<file path="src/design/azc_defines.svh">
// Purpose: Constants for the amplifier offset and auto-zero controller
// Assumes: 20 MHz system clock
// Notes: Times in their own unit, cycle counts derived from them
`ifndef AZC_DEFINES_SVH
`define AZC_DEFINES_SVH
// ----------------------------------------
// Timing
// ----------------------------------------
`define AZC_CLK_NS 50
`define AZC_SPC_US 100
`define AZC_NORM_US 200
`define AZC_DUR_NS 1000
`define AZC_TOUT_US 400
// Least times round up
`define AZC_SPC_CYC ((`AZC_SPC_US * 1000 + `AZC_CLK_NS - 1) / `AZC_CLK_NS)
`define AZC_NORM_CYC ((`AZC_NORM_US * 1000 + `AZC_CLK_NS - 1) / `AZC_CLK_NS)
`define AZC_DUR_CYC ((`AZC_DUR_NS + `AZC_CLK_NS - 1) / `AZC_CLK_NS)
`define AZC_TOUT_CYC ((`AZC_TOUT_US * 1000) / `AZC_CLK_NS)
// ----------------------------------------
// Register map
// ----------------------------------------
`define AZC_CTRL_OFS 4'h0
`define AZC_STAT_OFS 4'h4
`define AZC_CTRL_RST 4'h0
`define AZC_CAL_BIT 0
`define AZC_AZDIS_BIT 1
`define AZC_EXT_BIT 2
`define AZC_ENH_BIT 3
`endif

</file>
<file path="src/design/azc_pkg.sv">
// Purpose: Types for the amplifier offset and auto-zero controller
// Assumes: Constants come from azc_defines.svh
// Notes: Struct bit order matches the control register layout
package azc_pkg;
    // Sequencer states
    typedef enum logic [1:0] {
        ST_IDLE = 2'b01,
        ST_AZ = 2'b10
    } az_state_t;

    // Control register, bit 0 lowest
    typedef struct packed {
        logic enh_sense;
        logic ext_trig;
        logic autozero_disable;
        logic cal_req;
    } ctrl_t;

    // Status register, bit 0 lowest
    typedef struct packed {
        logic uv_fault;
        logic cp_gated;
        logic az_busy;
        logic cal_on;
    } stat_t;
endpackage : azc_pkg

</file>
<file path="src/design/amp_offset_autozero_ctrl.sv">
// Purpose: DC calibration and auto-zero sequencing of three sense amplifiers
// Assumes: All inputs synchronous to CLK_SYS_I; device state given as inputs
// Notes: One sequencer serves all three amplifiers
// How it works
// Calibration is entered only in the active state with drive enable high, and shorts the inputs.
// Software writing the calibration bit to zero ends calibration and reconnects the inputs.
// During calibration in internal mode with auto-zero on, auto-zero repeats every 100us instead of on gate edges or the 400us timeout.
// Each auto-zero shorts the inputs for a fixed time while the outputs hold their last level.
// The auto-zero disable bit blocks every new auto-zero start; an auto-zero already running finishes.
// Internal mode starts auto-zero on the first gate rising edge at least 100us after the last.
// During start-up auto-zero runs on its own until the charge pump leaves undervoltage.
// Without a gate edge inside the timeout a watchdog forces an auto-zero.
// Auto-zero keeps running in the standby state.
// External mode ignores gate edges and starts auto-zero on each sync pin falling edge.
// Enhanced sensing in external mode gates the pump clock from sync rise to the end of the next auto-zero.
// Both pump rail undervoltage protections stay active while the clock is gated.
// Software should calibrate before PWM at zero current and subtract the offset itself.
// Spacing and timeout timers restart at the end of every auto-zero.
//
// The address-and-strobe port and the placing of the registers are this design's own decisions.
`include "azc_defines.svh"
`timescale 1ns/10ps
`default_nettype none

module amp_offset_autozero_ctrl #(
    parameter int SPC_CYC = `AZC_SPC_CYC,
    parameter int NORM_CYC = `AZC_NORM_CYC,
    parameter int DUR_CYC = `AZC_DUR_CYC,
    parameter int TOUT_CYC = `AZC_TOUT_CYC
) (
    input wire logic CLK_SYS_I,
    input wire logic RESETN_I,
    input wire logic [3:0] ADDR_I,
    input wire logic [31:0] WDATA_I,
    input wire logic WR_I,
    input wire logic RD_I,
    output logic [31:0] RDATA_O,
    input wire logic DRIVE_EN_I,
    input wire logic STATE_ACTIVE_I,
    input wire logic STATE_STANDBY_I,
    input wire logic CP_UV_OK_I,
    input wire logic [2:0] GATE_HS_I,
    input wire logic SYNC_PIN_I,
    input wire logic LS_RAIL_UV_I,
    input wire logic HS_RAIL_UV_I,
    output logic AMP_SHORT_O,
    output logic AMP_HOLD_O,
    output logic CP_CLK_GATE_O,
    output logic UV_FAULT_O
);
    // ----------------------------------------
    // Parameter checks
    // ----------------------------------------
    generate
        if (DUR_CYC < 1 || SPC_CYC < 1 || NORM_CYC < SPC_CYC ||
            TOUT_CYC < NORM_CYC || TOUT_CYC > 65535) begin : g_bad
            $error("amp_offset_autozero_ctrl: bad timing parameters");
        end
    endgenerate

    localparam logic [15:0] SPC_L = 16'(SPC_CYC);
    localparam logic [15:0] NORM_L = 16'(NORM_CYC);
    localparam logic [15:0] TOUT_L = 16'(TOUT_CYC);
    localparam logic [15:0] DUR_L = 16'(DUR_CYC - 1);

    azc_pkg::ctrl_t ctrl_ff, nxt_ctrl;
    azc_pkg::az_state_t st_ff, nxt_st;
    logic cal_ff, nxt_cal;
    logic [15:0] since_ff, nxt_since;
    logic [15:0] dur_ff, nxt_dur;
    logic [2:0] gate_q_ff;
    logic sync_q_ff;
    logic gate_ff, nxt_gate;
    logic pend_ff, nxt_pend;
    logic [31:0] nxt_rdata;
    logic [2:0] gate_rise;
    logic sync_fall, sync_rise, startup, az_en, start, az_end;

    // ----------------------------------------
    // Edge detection
    // ----------------------------------------
    genvar g;
    generate
        for (g = 0; g < 3; g++) begin : g_edge
            assign gate_rise[g] = GATE_HS_I[g] & ~gate_q_ff[g];
        end
    endgenerate
    assign sync_fall = ~SYNC_PIN_I & sync_q_ff;
    assign sync_rise = SYNC_PIN_I & ~sync_q_ff;

    // Start-up window: drive enabled, pump not yet out of undervoltage
    assign startup = DRIVE_EN_I & ~CP_UV_OK_I & ~STATE_ACTIVE_I & ~STATE_STANDBY_I;
    // disable blocks new starts
    // standby keeps running
    assign az_en = ~ctrl_ff.autozero_disable & (startup | STATE_ACTIVE_I | STATE_STANDBY_I);
    assign az_end = (st_ff == azc_pkg::ST_AZ) && (dur_ff == DUR_L);

    // ----------------------------------------
    // Trigger selection
    // ----------------------------------------
    always_comb begin
        start = 1'b0;
        if (az_en && st_ff == azc_pkg::ST_IDLE) begin
            if (ctrl_ff.ext_trig) begin
                // sync fall trigger
                start = sync_fall;
            end else if (cal_ff) begin
                // calibration 100us rate
                start = (since_ff >= SPC_L);
            end else if (startup) begin
                // start-up auto-zero
                start = (since_ff >= NORM_L);
            end else begin
                // spaced gate edge
                // timeout watchdog
                start = ((|gate_rise) && since_ff >= SPC_L) || (since_ff >= TOUT_L);
            end
        end
    end

    // ----------------------------------------
    // Sequencer next state
    // ----------------------------------------
    always_comb begin
        nxt_st = st_ff;
        nxt_dur = dur_ff;
        nxt_since = since_ff;
        unique case (st_ff)
            azc_pkg::ST_IDLE: begin
                if (start) begin
                    nxt_st = azc_pkg::ST_AZ;
                    nxt_dur = 16'h0000;
                end
                if (since_ff != TOUT_L) begin
                    nxt_since = since_ff + 16'h0001;
                end
            end
            azc_pkg::ST_AZ: begin
                // fixed short duration
                if (az_end) begin
                    nxt_st = azc_pkg::ST_IDLE;
                    // timers restart
                    nxt_since = 16'h0000;
                end else begin
                    nxt_dur = dur_ff + 16'h0001;
                end
            end
        endcase
    end

    // ----------------------------------------
    // Register writes and calibration
    // ----------------------------------------
    always_comb begin
        nxt_ctrl = ctrl_ff;
        nxt_cal = cal_ff & STATE_ACTIVE_I & DRIVE_EN_I;
        if (WR_I && ADDR_I == `AZC_CTRL_OFS) begin
            nxt_ctrl = azc_pkg::ctrl_t'(WDATA_I[3:0]);
            // entry only when active
            // write zero ends
            nxt_cal = WDATA_I[`AZC_CAL_BIT] & STATE_ACTIVE_I & DRIVE_EN_I;
        end
    end

    // ----------------------------------------
    // Pump clock gating
    // ----------------------------------------
    always_comb begin
        nxt_gate = gate_ff;
        nxt_pend = pend_ff;
        if (!(ctrl_ff.enh_sense && ctrl_ff.ext_trig)) begin
            nxt_gate = 1'b0;
            nxt_pend = 1'b0;
        end else begin
            // release at auto-zero end, before a new rise can re-gate
            if (pend_ff && az_end) begin
                nxt_gate = 1'b0;
                nxt_pend = 1'b0;
            end
            // gate from sync rise
            if (sync_rise) begin
                nxt_gate = 1'b1;
                nxt_pend = 1'b0;
            end
            if (gate_ff && sync_fall) begin
                if (start) begin
                    nxt_pend = 1'b1;
                end else begin
                    nxt_gate = 1'b0;
                end
            end
        end
    end

    // Read mux, unmapped reads zero
    always_comb begin
        nxt_rdata = 32'h0000_0000;
        if (RD_I && ADDR_I == `AZC_CTRL_OFS) begin
            nxt_rdata[3:0] = {ctrl_ff.enh_sense, ctrl_ff.ext_trig, ctrl_ff.autozero_disable, cal_ff};
        end else if (RD_I && ADDR_I == `AZC_STAT_OFS) begin
            nxt_rdata[3:0] = azc_pkg::stat_t'({UV_FAULT_O, gate_ff,
                                               st_ff == azc_pkg::ST_AZ, cal_ff});
        end
    end

    // ----------------------------------------
    // Registers
    // ----------------------------------------
    always_ff @(posedge CLK_SYS_I or negedge RESETN_I) begin
        if (!RESETN_I) begin
            ctrl_ff <= azc_pkg::ctrl_t'(`AZC_CTRL_RST);
            st_ff <= azc_pkg::ST_IDLE;
            cal_ff <= 1'b0;
            since_ff <= 16'h0000;
            dur_ff <= 16'h0000;
            gate_q_ff <= 3'h0;
            sync_q_ff <= 1'b0;
            gate_ff <= 1'b0;
            pend_ff <= 1'b0;
            RDATA_O <= 32'h0000_0000;
            AMP_SHORT_O <= 1'b0;
            AMP_HOLD_O <= 1'b0;
            CP_CLK_GATE_O <= 1'b0;
            UV_FAULT_O <= 1'b0;
        end else begin
            ctrl_ff <= nxt_ctrl;
            st_ff <= nxt_st;
            cal_ff <= nxt_cal;
            since_ff <= nxt_since;
            dur_ff <= nxt_dur;
            gate_q_ff <= GATE_HS_I;
            sync_q_ff <= SYNC_PIN_I;
            gate_ff <= nxt_gate;
            pend_ff <= nxt_pend;
            RDATA_O <= nxt_rdata;
            // calibration shorts inputs
            // auto-zero shorts and holds
            AMP_SHORT_O <= nxt_cal | (nxt_st == azc_pkg::ST_AZ);
            AMP_HOLD_O <= (nxt_st == azc_pkg::ST_AZ);
            CP_CLK_GATE_O <= nxt_gate;
            // rail protection never gated
            UV_FAULT_O <= LS_RAIL_UV_I | HS_RAIL_UV_I;
        end
    end

    // ----------------------------------------
    // Assertions
    // ----------------------------------------
    property p_cal_entry;
        @(posedge CLK_SYS_I) disable iff (!RESETN_I)
        $rose(cal_ff) |-> $past(STATE_ACTIVE_I && DRIVE_EN_I && WR_I);
    endproperty
    a_cal_entry: assert property (p_cal_entry) else $error("cal entered outside active");

    property p_cal_exit;
        @(posedge CLK_SYS_I) disable iff (!RESETN_I)
        WR_I && ADDR_I == `AZC_CTRL_OFS && !WDATA_I[0] |=> !cal_ff;
    endproperty
    a_cal_exit: assert property (p_cal_exit) else $error("cal not ended by write");

    property p_cal_rate;
        @(posedge CLK_SYS_I) disable iff (!RESETN_I)
        az_en && st_ff == azc_pkg::ST_IDLE && cal_ff && !ctrl_ff.ext_trig && since_ff >= SPC_L
        |=> AMP_HOLD_O;
    endproperty
    a_cal_rate: assert property (p_cal_rate) else $error("cal auto-zero rate wrong");

    property p_az_len;
        @(posedge CLK_SYS_I) disable iff (!RESETN_I)
        $fell(AMP_HOLD_O) |-> $past(dur_ff) == DUR_L && AMP_SHORT_O == cal_ff;
    endproperty
    a_az_len: assert property (p_az_len) else $error("auto-zero length wrong");

    property p_autozero_disable;
        @(posedge CLK_SYS_I) disable iff (!RESETN_I)
        $rose(AMP_HOLD_O) |-> !$past(ctrl_ff.autozero_disable);
    endproperty
    a_autozero_disable: assert property (p_autozero_disable) else $error("auto-zero while disabled");

    property p_spacing;
        @(posedge CLK_SYS_I) disable iff (!RESETN_I)
        $rose(AMP_HOLD_O) && !$past(ctrl_ff.ext_trig) |-> $past(since_ff) >= SPC_L;
    endproperty
    a_spacing: assert property (p_spacing) else $error("auto-zero too close");

    property p_tout;
        @(posedge CLK_SYS_I) disable iff (!RESETN_I)
        az_en && st_ff == azc_pkg::ST_IDLE && !ctrl_ff.ext_trig && since_ff == TOUT_L
        |=> AMP_HOLD_O;
    endproperty
    a_tout: assert property (p_tout) else $error("timeout did not force");

    property p_ext;
        @(posedge CLK_SYS_I) disable iff (!RESETN_I)
        $rose(AMP_HOLD_O) && $past(ctrl_ff.ext_trig) |-> $past(sync_fall);
    endproperty
    a_ext: assert property (p_ext) else $error("external start without sync fall");

    property p_gate;
        @(posedge CLK_SYS_I) disable iff (!RESETN_I)
        sync_rise && ctrl_ff.enh_sense && ctrl_ff.ext_trig |=> CP_CLK_GATE_O;
    endproperty
    a_gate: assert property (p_gate) else $error("pump clock not gated");

    property p_uv;
        @(posedge CLK_SYS_I) disable iff (!RESETN_I)
        (LS_RAIL_UV_I || HS_RAIL_UV_I) |=> UV_FAULT_O;
    endproperty
    a_uv: assert property (p_uv) else $error("rail undervoltage lost");

    property p_restart;
        @(posedge CLK_SYS_I) disable iff (!RESETN_I)
        $fell(AMP_HOLD_O) |-> since_ff == 16'h0000;
    endproperty
    a_restart: assert property (p_restart) else $error("timers not restarted");

    c_edge: cover property (@(posedge CLK_SYS_I) disable iff (!RESETN_I)
        $rose(AMP_HOLD_O) && $past(|gate_rise));
    c_ext: cover property (@(posedge CLK_SYS_I) disable iff (!RESETN_I)
        $rose(AMP_HOLD_O) && $past(sync_fall));
    c_gate: cover property (@(posedge CLK_SYS_I) disable iff (!RESETN_I)
        $fell(CP_CLK_GATE_O) && $fell(AMP_HOLD_O));
    c_cal: cover property (@(posedge CLK_SYS_I) disable iff (!RESETN_I)
        cal_ff && $rose(AMP_HOLD_O));
endmodule : amp_offset_autozero_ctrl

`default_nettype wire

</file>
<file path="config.mk">
export PLATFORM = sky130hd
export DESIGN_NAME = amp_offset_autozero_ctrl
export DESIGN_NICKNAME = d
export VERILOG_FILES = /design/src/design/azc_pkg.sv /design/src/design/amp_offset_autozero_ctrl.sv
export VERILOG_INCLUDE_DIRS = /design/src /design/src/design
export SDC_FILE = /design/constraint.sdc
export NUM_CORES = 1
export LEC_CHECK = 0
export BUFFER_PORTS_ARGS = -buffer_cell sky130_fd_sc_hd__buf_4
export CAP_MARGIN = 20
export CORE_ASPECT_RATIO = 1.75
export CORE_MARGIN = 1
export CORE_UTILIZATION = 52
export CTS_CLUSTER_SIZE = 8
export DETAILED_ROUTE_END_ITERATION = 7
export GPL_TIMING_DRIVEN = 0
export PLACE_DENSITY = 0.8
export SYNTH_ARGS = -nofsm -noshare
export SYNTH_HDL_FRONTEND = slang
export SYNTH_SLANG_ARGS = --single-unit
</file>
<file path="constraint.sdc">
create_clock -name CLK_SYS_I -period 2.9 [get_ports CLK_SYS_I]
set_clock_uncertainty 0.05 [all_clocks]
set_input_delay 0.29 -clock CLK_SYS_I [delete_from_list [all_inputs] [get_ports CLK_SYS_I]]
set_output_delay 0.29 -clock CLK_SYS_I [all_outputs]
set_load 0.01 [all_outputs]
</file>
Word-level counts from Yosys, hierarchy flattened --
Cells that the tools add are included.
Operators by class: add/subtract/negate cells 2, multiply operators 0, div/mod/pow operators 0, order comparisons 3, eq/ne operators 10, shifts and indexed selects 0, muxes and demuxes 26, bitwise logic cells 26, reductions and logical operators 14
Operator list (number):
- 16-bit 2-to-1 mux | 4
- 16-bit case mux with 2 select lines | 2
- 16-bit by 1-bit adder with 16-bit output (second input constant) | 2
- 16-bit by 5-bit equality test with 1-bit output (second input constant) | 1
- 16-bit by 11-bit >= comparator with 1-bit output (second input constant) | 1
- 16-bit by 12-bit >= comparator with 1-bit output (second input constant) | 1
- 16-bit by 13-bit >= comparator with 1-bit output (second input constant) | 1
- 16-bit by 13-bit inequality test with 1-bit output (second input constant) | 1
- 1-bit 2-to-1 mux | 15
- 1-bit AND | 13
- 1-bit logical AND | 9
- 1-bit NOT | 9
- 4-bit 2-to-1 mux | 2
- 2-bit inequality test (second input constant) | 3
- 2-bit equality test (second input constant) | 2
- 4-bit by 3-bit equality test with 1-bit output (second input constant) | 1
- 4-bit zero test | 1
- 2-bit 2-to-1 mux | 2
- 1-bit OR | 4
- 2-bit case mux with 2 select lines | 1
- 2-bit AND reduction | 2
- 3-bit OR reduction | 1
- 2-bit by 1-bit equality test with 1-bit output (second input constant) | 1
- 2-bit by 1-bit inequality test with 1-bit output (second input constant) | 1
- 1-bit logical OR | 1
Word-level totals: register bits 51, latch bits 0, memory bits (writable) 0, ROM bits 0, bits of input ports 50, output and inout bits 36, logic and storage cells 96, memories kept 0

Longest topological paths before layout --
depth after elaboration 13, depth in mapped cells 8, gate-level depth less buffers 6

Worst setup path after synthesis --
Ideal clock, no wire load.
path type register -> register, start register st_ff[0], end register dur_ff[13], library setup time 0.121 ns, arrival 2.002 ns, data required time 2.729 ns, setup slack 0.727 ns, cell stages (with the launch flop) 7, path buffers 1, clock period less this slack 2.173 ns, path through dfstp_2 > or3b_1 > a221o_1 > a211oi_2 > a211oi_2 > buf_2 > a22o_1
On the way: cells in the longest elaborated chain, start to end 5, elaborated cells on any way between the ends 9, those cells by class 4 x eq/ne; 2 x mux; 3 x reduce/logical
Ends and longest elaborated chain:
- start: declaration | RTL line amp_offset_autozero_ctrl.sv:67 | azc_pkg::az_state_t st_ff, nxt_st;
- start signal: assignment | RTL line amp_offset_autozero_ctrl.sv:212 | st_ff <= azc_pkg::ST_IDLE;
- start signal: assignment | RTL line amp_offset_autozero_ctrl.sv:227 | st_ff <= nxt_st;
- 2-bit by 1-bit equality test with 1-bit output | RTL line amp_offset_autozero_ctrl.sv:103, amp_offset_autozero_ctrl.sv:128
- 1-bit logical AND | RTL line amp_offset_autozero_ctrl.sv:103 | if (az_en && st_ff == azc_pkg::ST_IDLE) begin
- 1-bit 2-to-1 mux | RTL line amp_offset_autozero_ctrl.sv:103
- 2-bit inequality test (no source line)
- 2-bit AND reduction (no source line)
- end signal: assignment | RTL line amp_offset_autozero_ctrl.sv:230 | dur_ff <= nxt_dur;
- end: declaration | RTL line amp_offset_autozero_ctrl.sv:70 | logic [15:0] dur_ff, nxt_dur;
Parallel ways exist; a longest one is shown, timed or not. A chain may end at the register's enable or synchronous reset.

Worst setup path after layout --
start register dur_ff[0], end register since_ff[2]
On the way: cells in the longest elaborated chain, start to end 4
Ends and longest elaborated chain:
- 16-bit by 5-bit equality test with 1-bit output | RTL line amp_offset_autozero_ctrl.sv:96 | assign az_end = (st_ff == azc_pkg::ST_AZ) && (dur_ff == DUR_L);
- 1-bit logical AND | RTL line amp_offset_autozero_ctrl.sv:96
- 2-bit inequality test (no source line)
- 2-bit AND reduction (no source line)
- end signal: assignment | RTL line amp_offset_autozero_ctrl.sv:229 | since_ff <= nxt_since;
- end: declaration | RTL line amp_offset_autozero_ctrl.sv:69 | logic [15:0] since_ff, nxt_since;
No other way between the ends.

==> impl_metrics.csv <==
group,metric,value,unit
worst_setup_path,cp_max_fo,10,
worst_setup_path,path_class,"reg2reg",
synth,netlist_area,3030,um2
clock_tree,cts.repair.resized,0,
clock_tree,cts.path.max_buffers,2,
worst_setup_path,cp_slowest_cell,"clkbuf_1",
place,dpl.cell_count,442,
floorplanning,coreArea,5590,um2
place,io_buffers,29,
clock_tree,clkSlewWorstSetupHoldPaths,0.08,ns
clock_tree,cts-buffers-inserted,5,
synth,synth_area_leaders,"dfrtp_1 (41%), buf_4 (7.2%), mux2i_1 (4.0%)",
synth,ys_seq_area_share,42.1,%
synth,synth_compound_area_share,14.2,%
power_and_ir_drop,clockPowerShare,35.7,%
global_routing,grt_antenna_before_repair,0,
worst_setup_path,max_stage_delay,0.44,ns
cells_and_area,num_antenna_cells,0,
drt,drt_pass1_iterations,4,
synth,synth_fa_ha_area_share,1.24,%
place,gp_congestion,0.871,
worst_setup_path,cp.arrival,2.71,ns
global_routing,grt_pass1_wl,10500,um
power_and_ir_drop,swShare,22.2,%
synth,synthMuxAreaShare,5.07,%
drt,viasPerCell,5.50,
cells_and_area,stdcell_count,450,
timing,hold_viol_final,0,
timing,setup_violations,0,
job,cap_violations,0,
cells_and_area,area_delta_synth_final,17.4,%
clock_tree,htreeDepth,2,
drt,totalWireLength,6330,um
power_and_ir_drop,p_leak,1.68,nW
cells_and_area,multiInputGateArea,1560,um2
clock_tree,cts_tree,"built",
synth,synth_top_area_cell,"dfrtp_1",
power_and_ir_drop,seqPwrFrac,55.1,%
synth,netlist.area_leader.share,41.3,%
timing,finalCriticalPeriod,2.56,ns
timing,slew_headroom,57.8,%
drt,ant_nets,0,
worst_setup_path,critPathCaptureType,"flop",
synth,synth_xor_area_share,4.04,%
timing,fin_setup_tns,0,ns
worst_setup_path,path_cells,"ha_1 -> nor4b_1 -> and4_1 -> nand2_1 -> clkbuf_1 -> clkbuf_1 -> o311ai_0 -> o41ai_1",
run_status,run_status,"completed",
power_and_ir_drop,power.density,377,nW/um2
timing,hold_ws,0.0437,ns
global_routing,grt.total_usage,22.8,%
worst_setup_path,cpMostUsedCell,"clkbuf_1",
cells_and_area,nets,427,
synth,ys.flop_type,"dfrtp_1",
synth,synth_warnings,0,
timing,post-route-period-util,88.4,%
synth,synth-seq-cells,51,
synth,netlist_instances,310,
synth,synth_enable_flop_cells,0,
synth,synth_top_family_by_area,"simple AND/OR/NAND/NOR gates",
power_and_ir_drop,p_int,0.00104,W
timing,rsz0062_at_grt,"false",
floorplanning,start_util,54.3,%
cells_and_area,fin_area,3560,um2
clock_tree,clockRootBuffer,"clkbuf_8",
place,dpl_cell_area,3450,um2
floorplanning,pin_count,86,
timing,worst_pin_slew,0.633,ns
synth,synthTopCellsByCount,"dfrtp_1 (50), buf_4 (29), nand2_1 (28), nand2b_1 (19), nor2_1 (16)",
global_routing,grt_max_degree,52,
floorplanning,die_area,6150,um2
synth,synth.distinct_cells,55,
floorplanning,die_y,103,um
hold_path,hold_class,"in2reg",
timing,drv_slew,0,
global_routing,grt_overflow,0,
floorplanning,row_count,36,
cells_and_area,final-seq-area,1280,um2
synth,yosysMostFrequentCell,"dfrtp_1",
drt,detail_route.iter0.violations,110,
synth,ys_async_sr_fraction,100,%
global_routing,grt_pass1_vias,2348,
cells_and_area,drive_gt1_share,21.4,%
drt,wl_per_cell,14.1,um
cells_and_area,nFillCells,491,
clock_tree,cts_num_sinks,51,
floorplanning,die_x,59.7,um
power_and_ir_drop,switching_power,0.000298,W
clock_tree,worstSkewPairLatency,0.31,ns
timing,fmax,390,MHz
worst_setup_path,worstPathRequired,3.05,ns
worst_setup_path,critPathTopFamily,"buffers and inverters",
power_and_ir_drop,peakVddDrop,0.266,mV
drt,via_count,2473,
worst_setup_path,startpoint_type,"flop",
place,place_hpwl,4780,um
cells_and_area,post-route-util,63.7,%
power_and_ir_drop,combPwrFrac,9.2,%
worst_setup_path,crit_buf_inv,2,
synth,yosys.area_share.simple,23.3,%
drt,drc_errors,0,
synth,syn_avg_cell_area,9.78,um2
## state kept, by name (all words and copies together) (netlist names)
name	flops
gate_ff	1
st_ff	2
UV_FAULT_O	1
dur_ff	16
since_ff	16
ctrl_ff	3
cal_ff	1
RDATA_O	4
gate_q_ff	3
sync_q_ff	1
AMP_SHORT_O	1
pend_ff	1
AMP_HOLD_O	1
## metal layers
metal / part of all wire (%) / track usage (%)
met5: 0 / 0
met2: 56 / 41.7
met1: 36 / 22.8
met3: 4.5 / 4.52
met4: 3.2 / 13.6
## path summary, 6_finish.rpt
kind                              startpoint      endpoint  slack, ns  cells after the start
worst max register to register     dur_ff[0]   since_ff[2]       0.34                      8
max in group asynchronous           RESETN_I   since_ff[6]       1.88                      2
worst min register to register    UV_FAULT_O    RDATA_O[3]       0.49                      2
worst min-delay path            GATE_HS_I[2]  gate_q_ff[2]       0.04                      1
min in group asynchronous           RESETN_I    dur_ff[13]       0.47                      2
worst max-delay path               dur_ff[0]   since_ff[2]       0.34                      8
## cell families after synthesis
family                   Yosys count
AND/OR/NAND/NOR                  126
AO/OA/AOI/OAI                     51
buffers and inverters             49
flip-flops                        51
multiplexers                      15
adder cells (fa/ha/maj)            3
XOR/XNOR                          14
other                              1
## power by group through the flow
stage	clock, W	sequential (W)	combinational (W)
after floorplan	0	0.000750	0.0000739
after global placement	0	0.000752	0.000120
after detailed placement	0	0.000753	0.000122
after CTS	0.000493	0.000739	0.000123
after global routing	0.000525	0.000742	0.000139
final	0.000478	0.000739	0.000123
## timing repair
action,4_1_cts,5_1_grt
hold endpoints to repair,50,0
hold buffers,1,0
setup buffers,0,0
## stage by stage
stage	total power [W]	worst slack (ns)
floorplan	0.000824	0.727
global placement	0.000872	0.444
detailed placement	0.000875	0.370
CTS	0.00136	0.336
global route	0.00141	0.120
finish	0.00134	0.337
## cell type report
cell class / instances / share of cell area [%]
multi-input cells: 237 / 43.7
flip-flops and latches: 51 / 35.9
plain buffers: 39 / 7.42
repair buffers: 30 / 6.40
well taps: 76 / 2.67
clock buffers: 6 / 2.04
inverters: 10 / 1.05
clock inverters: 1 / 0.844
## layout by cell type (no fill, tap or decap), types with 8 or more instances in the layout
| cell | count |
|---|---|
| a22o_1 | 13 |
| buf_4 | 58 |
| clkbuf_1 | 8 |
| conb_1 | 28 |
| dfrtp_1 | 50 |
| inv_1 | 10 |
| mux2i_1 | 12 |
| nand2_1 | 28 |
| nand2b_1 | 19 |
| nand3_1 | 11 |
| nand4_1 | 9 |
| nor2_1 | 16 |
| nor3_1 | 10 |
| xnor2_1 | 11 |
Note: power is estimated with default switching activity, not from simulation.
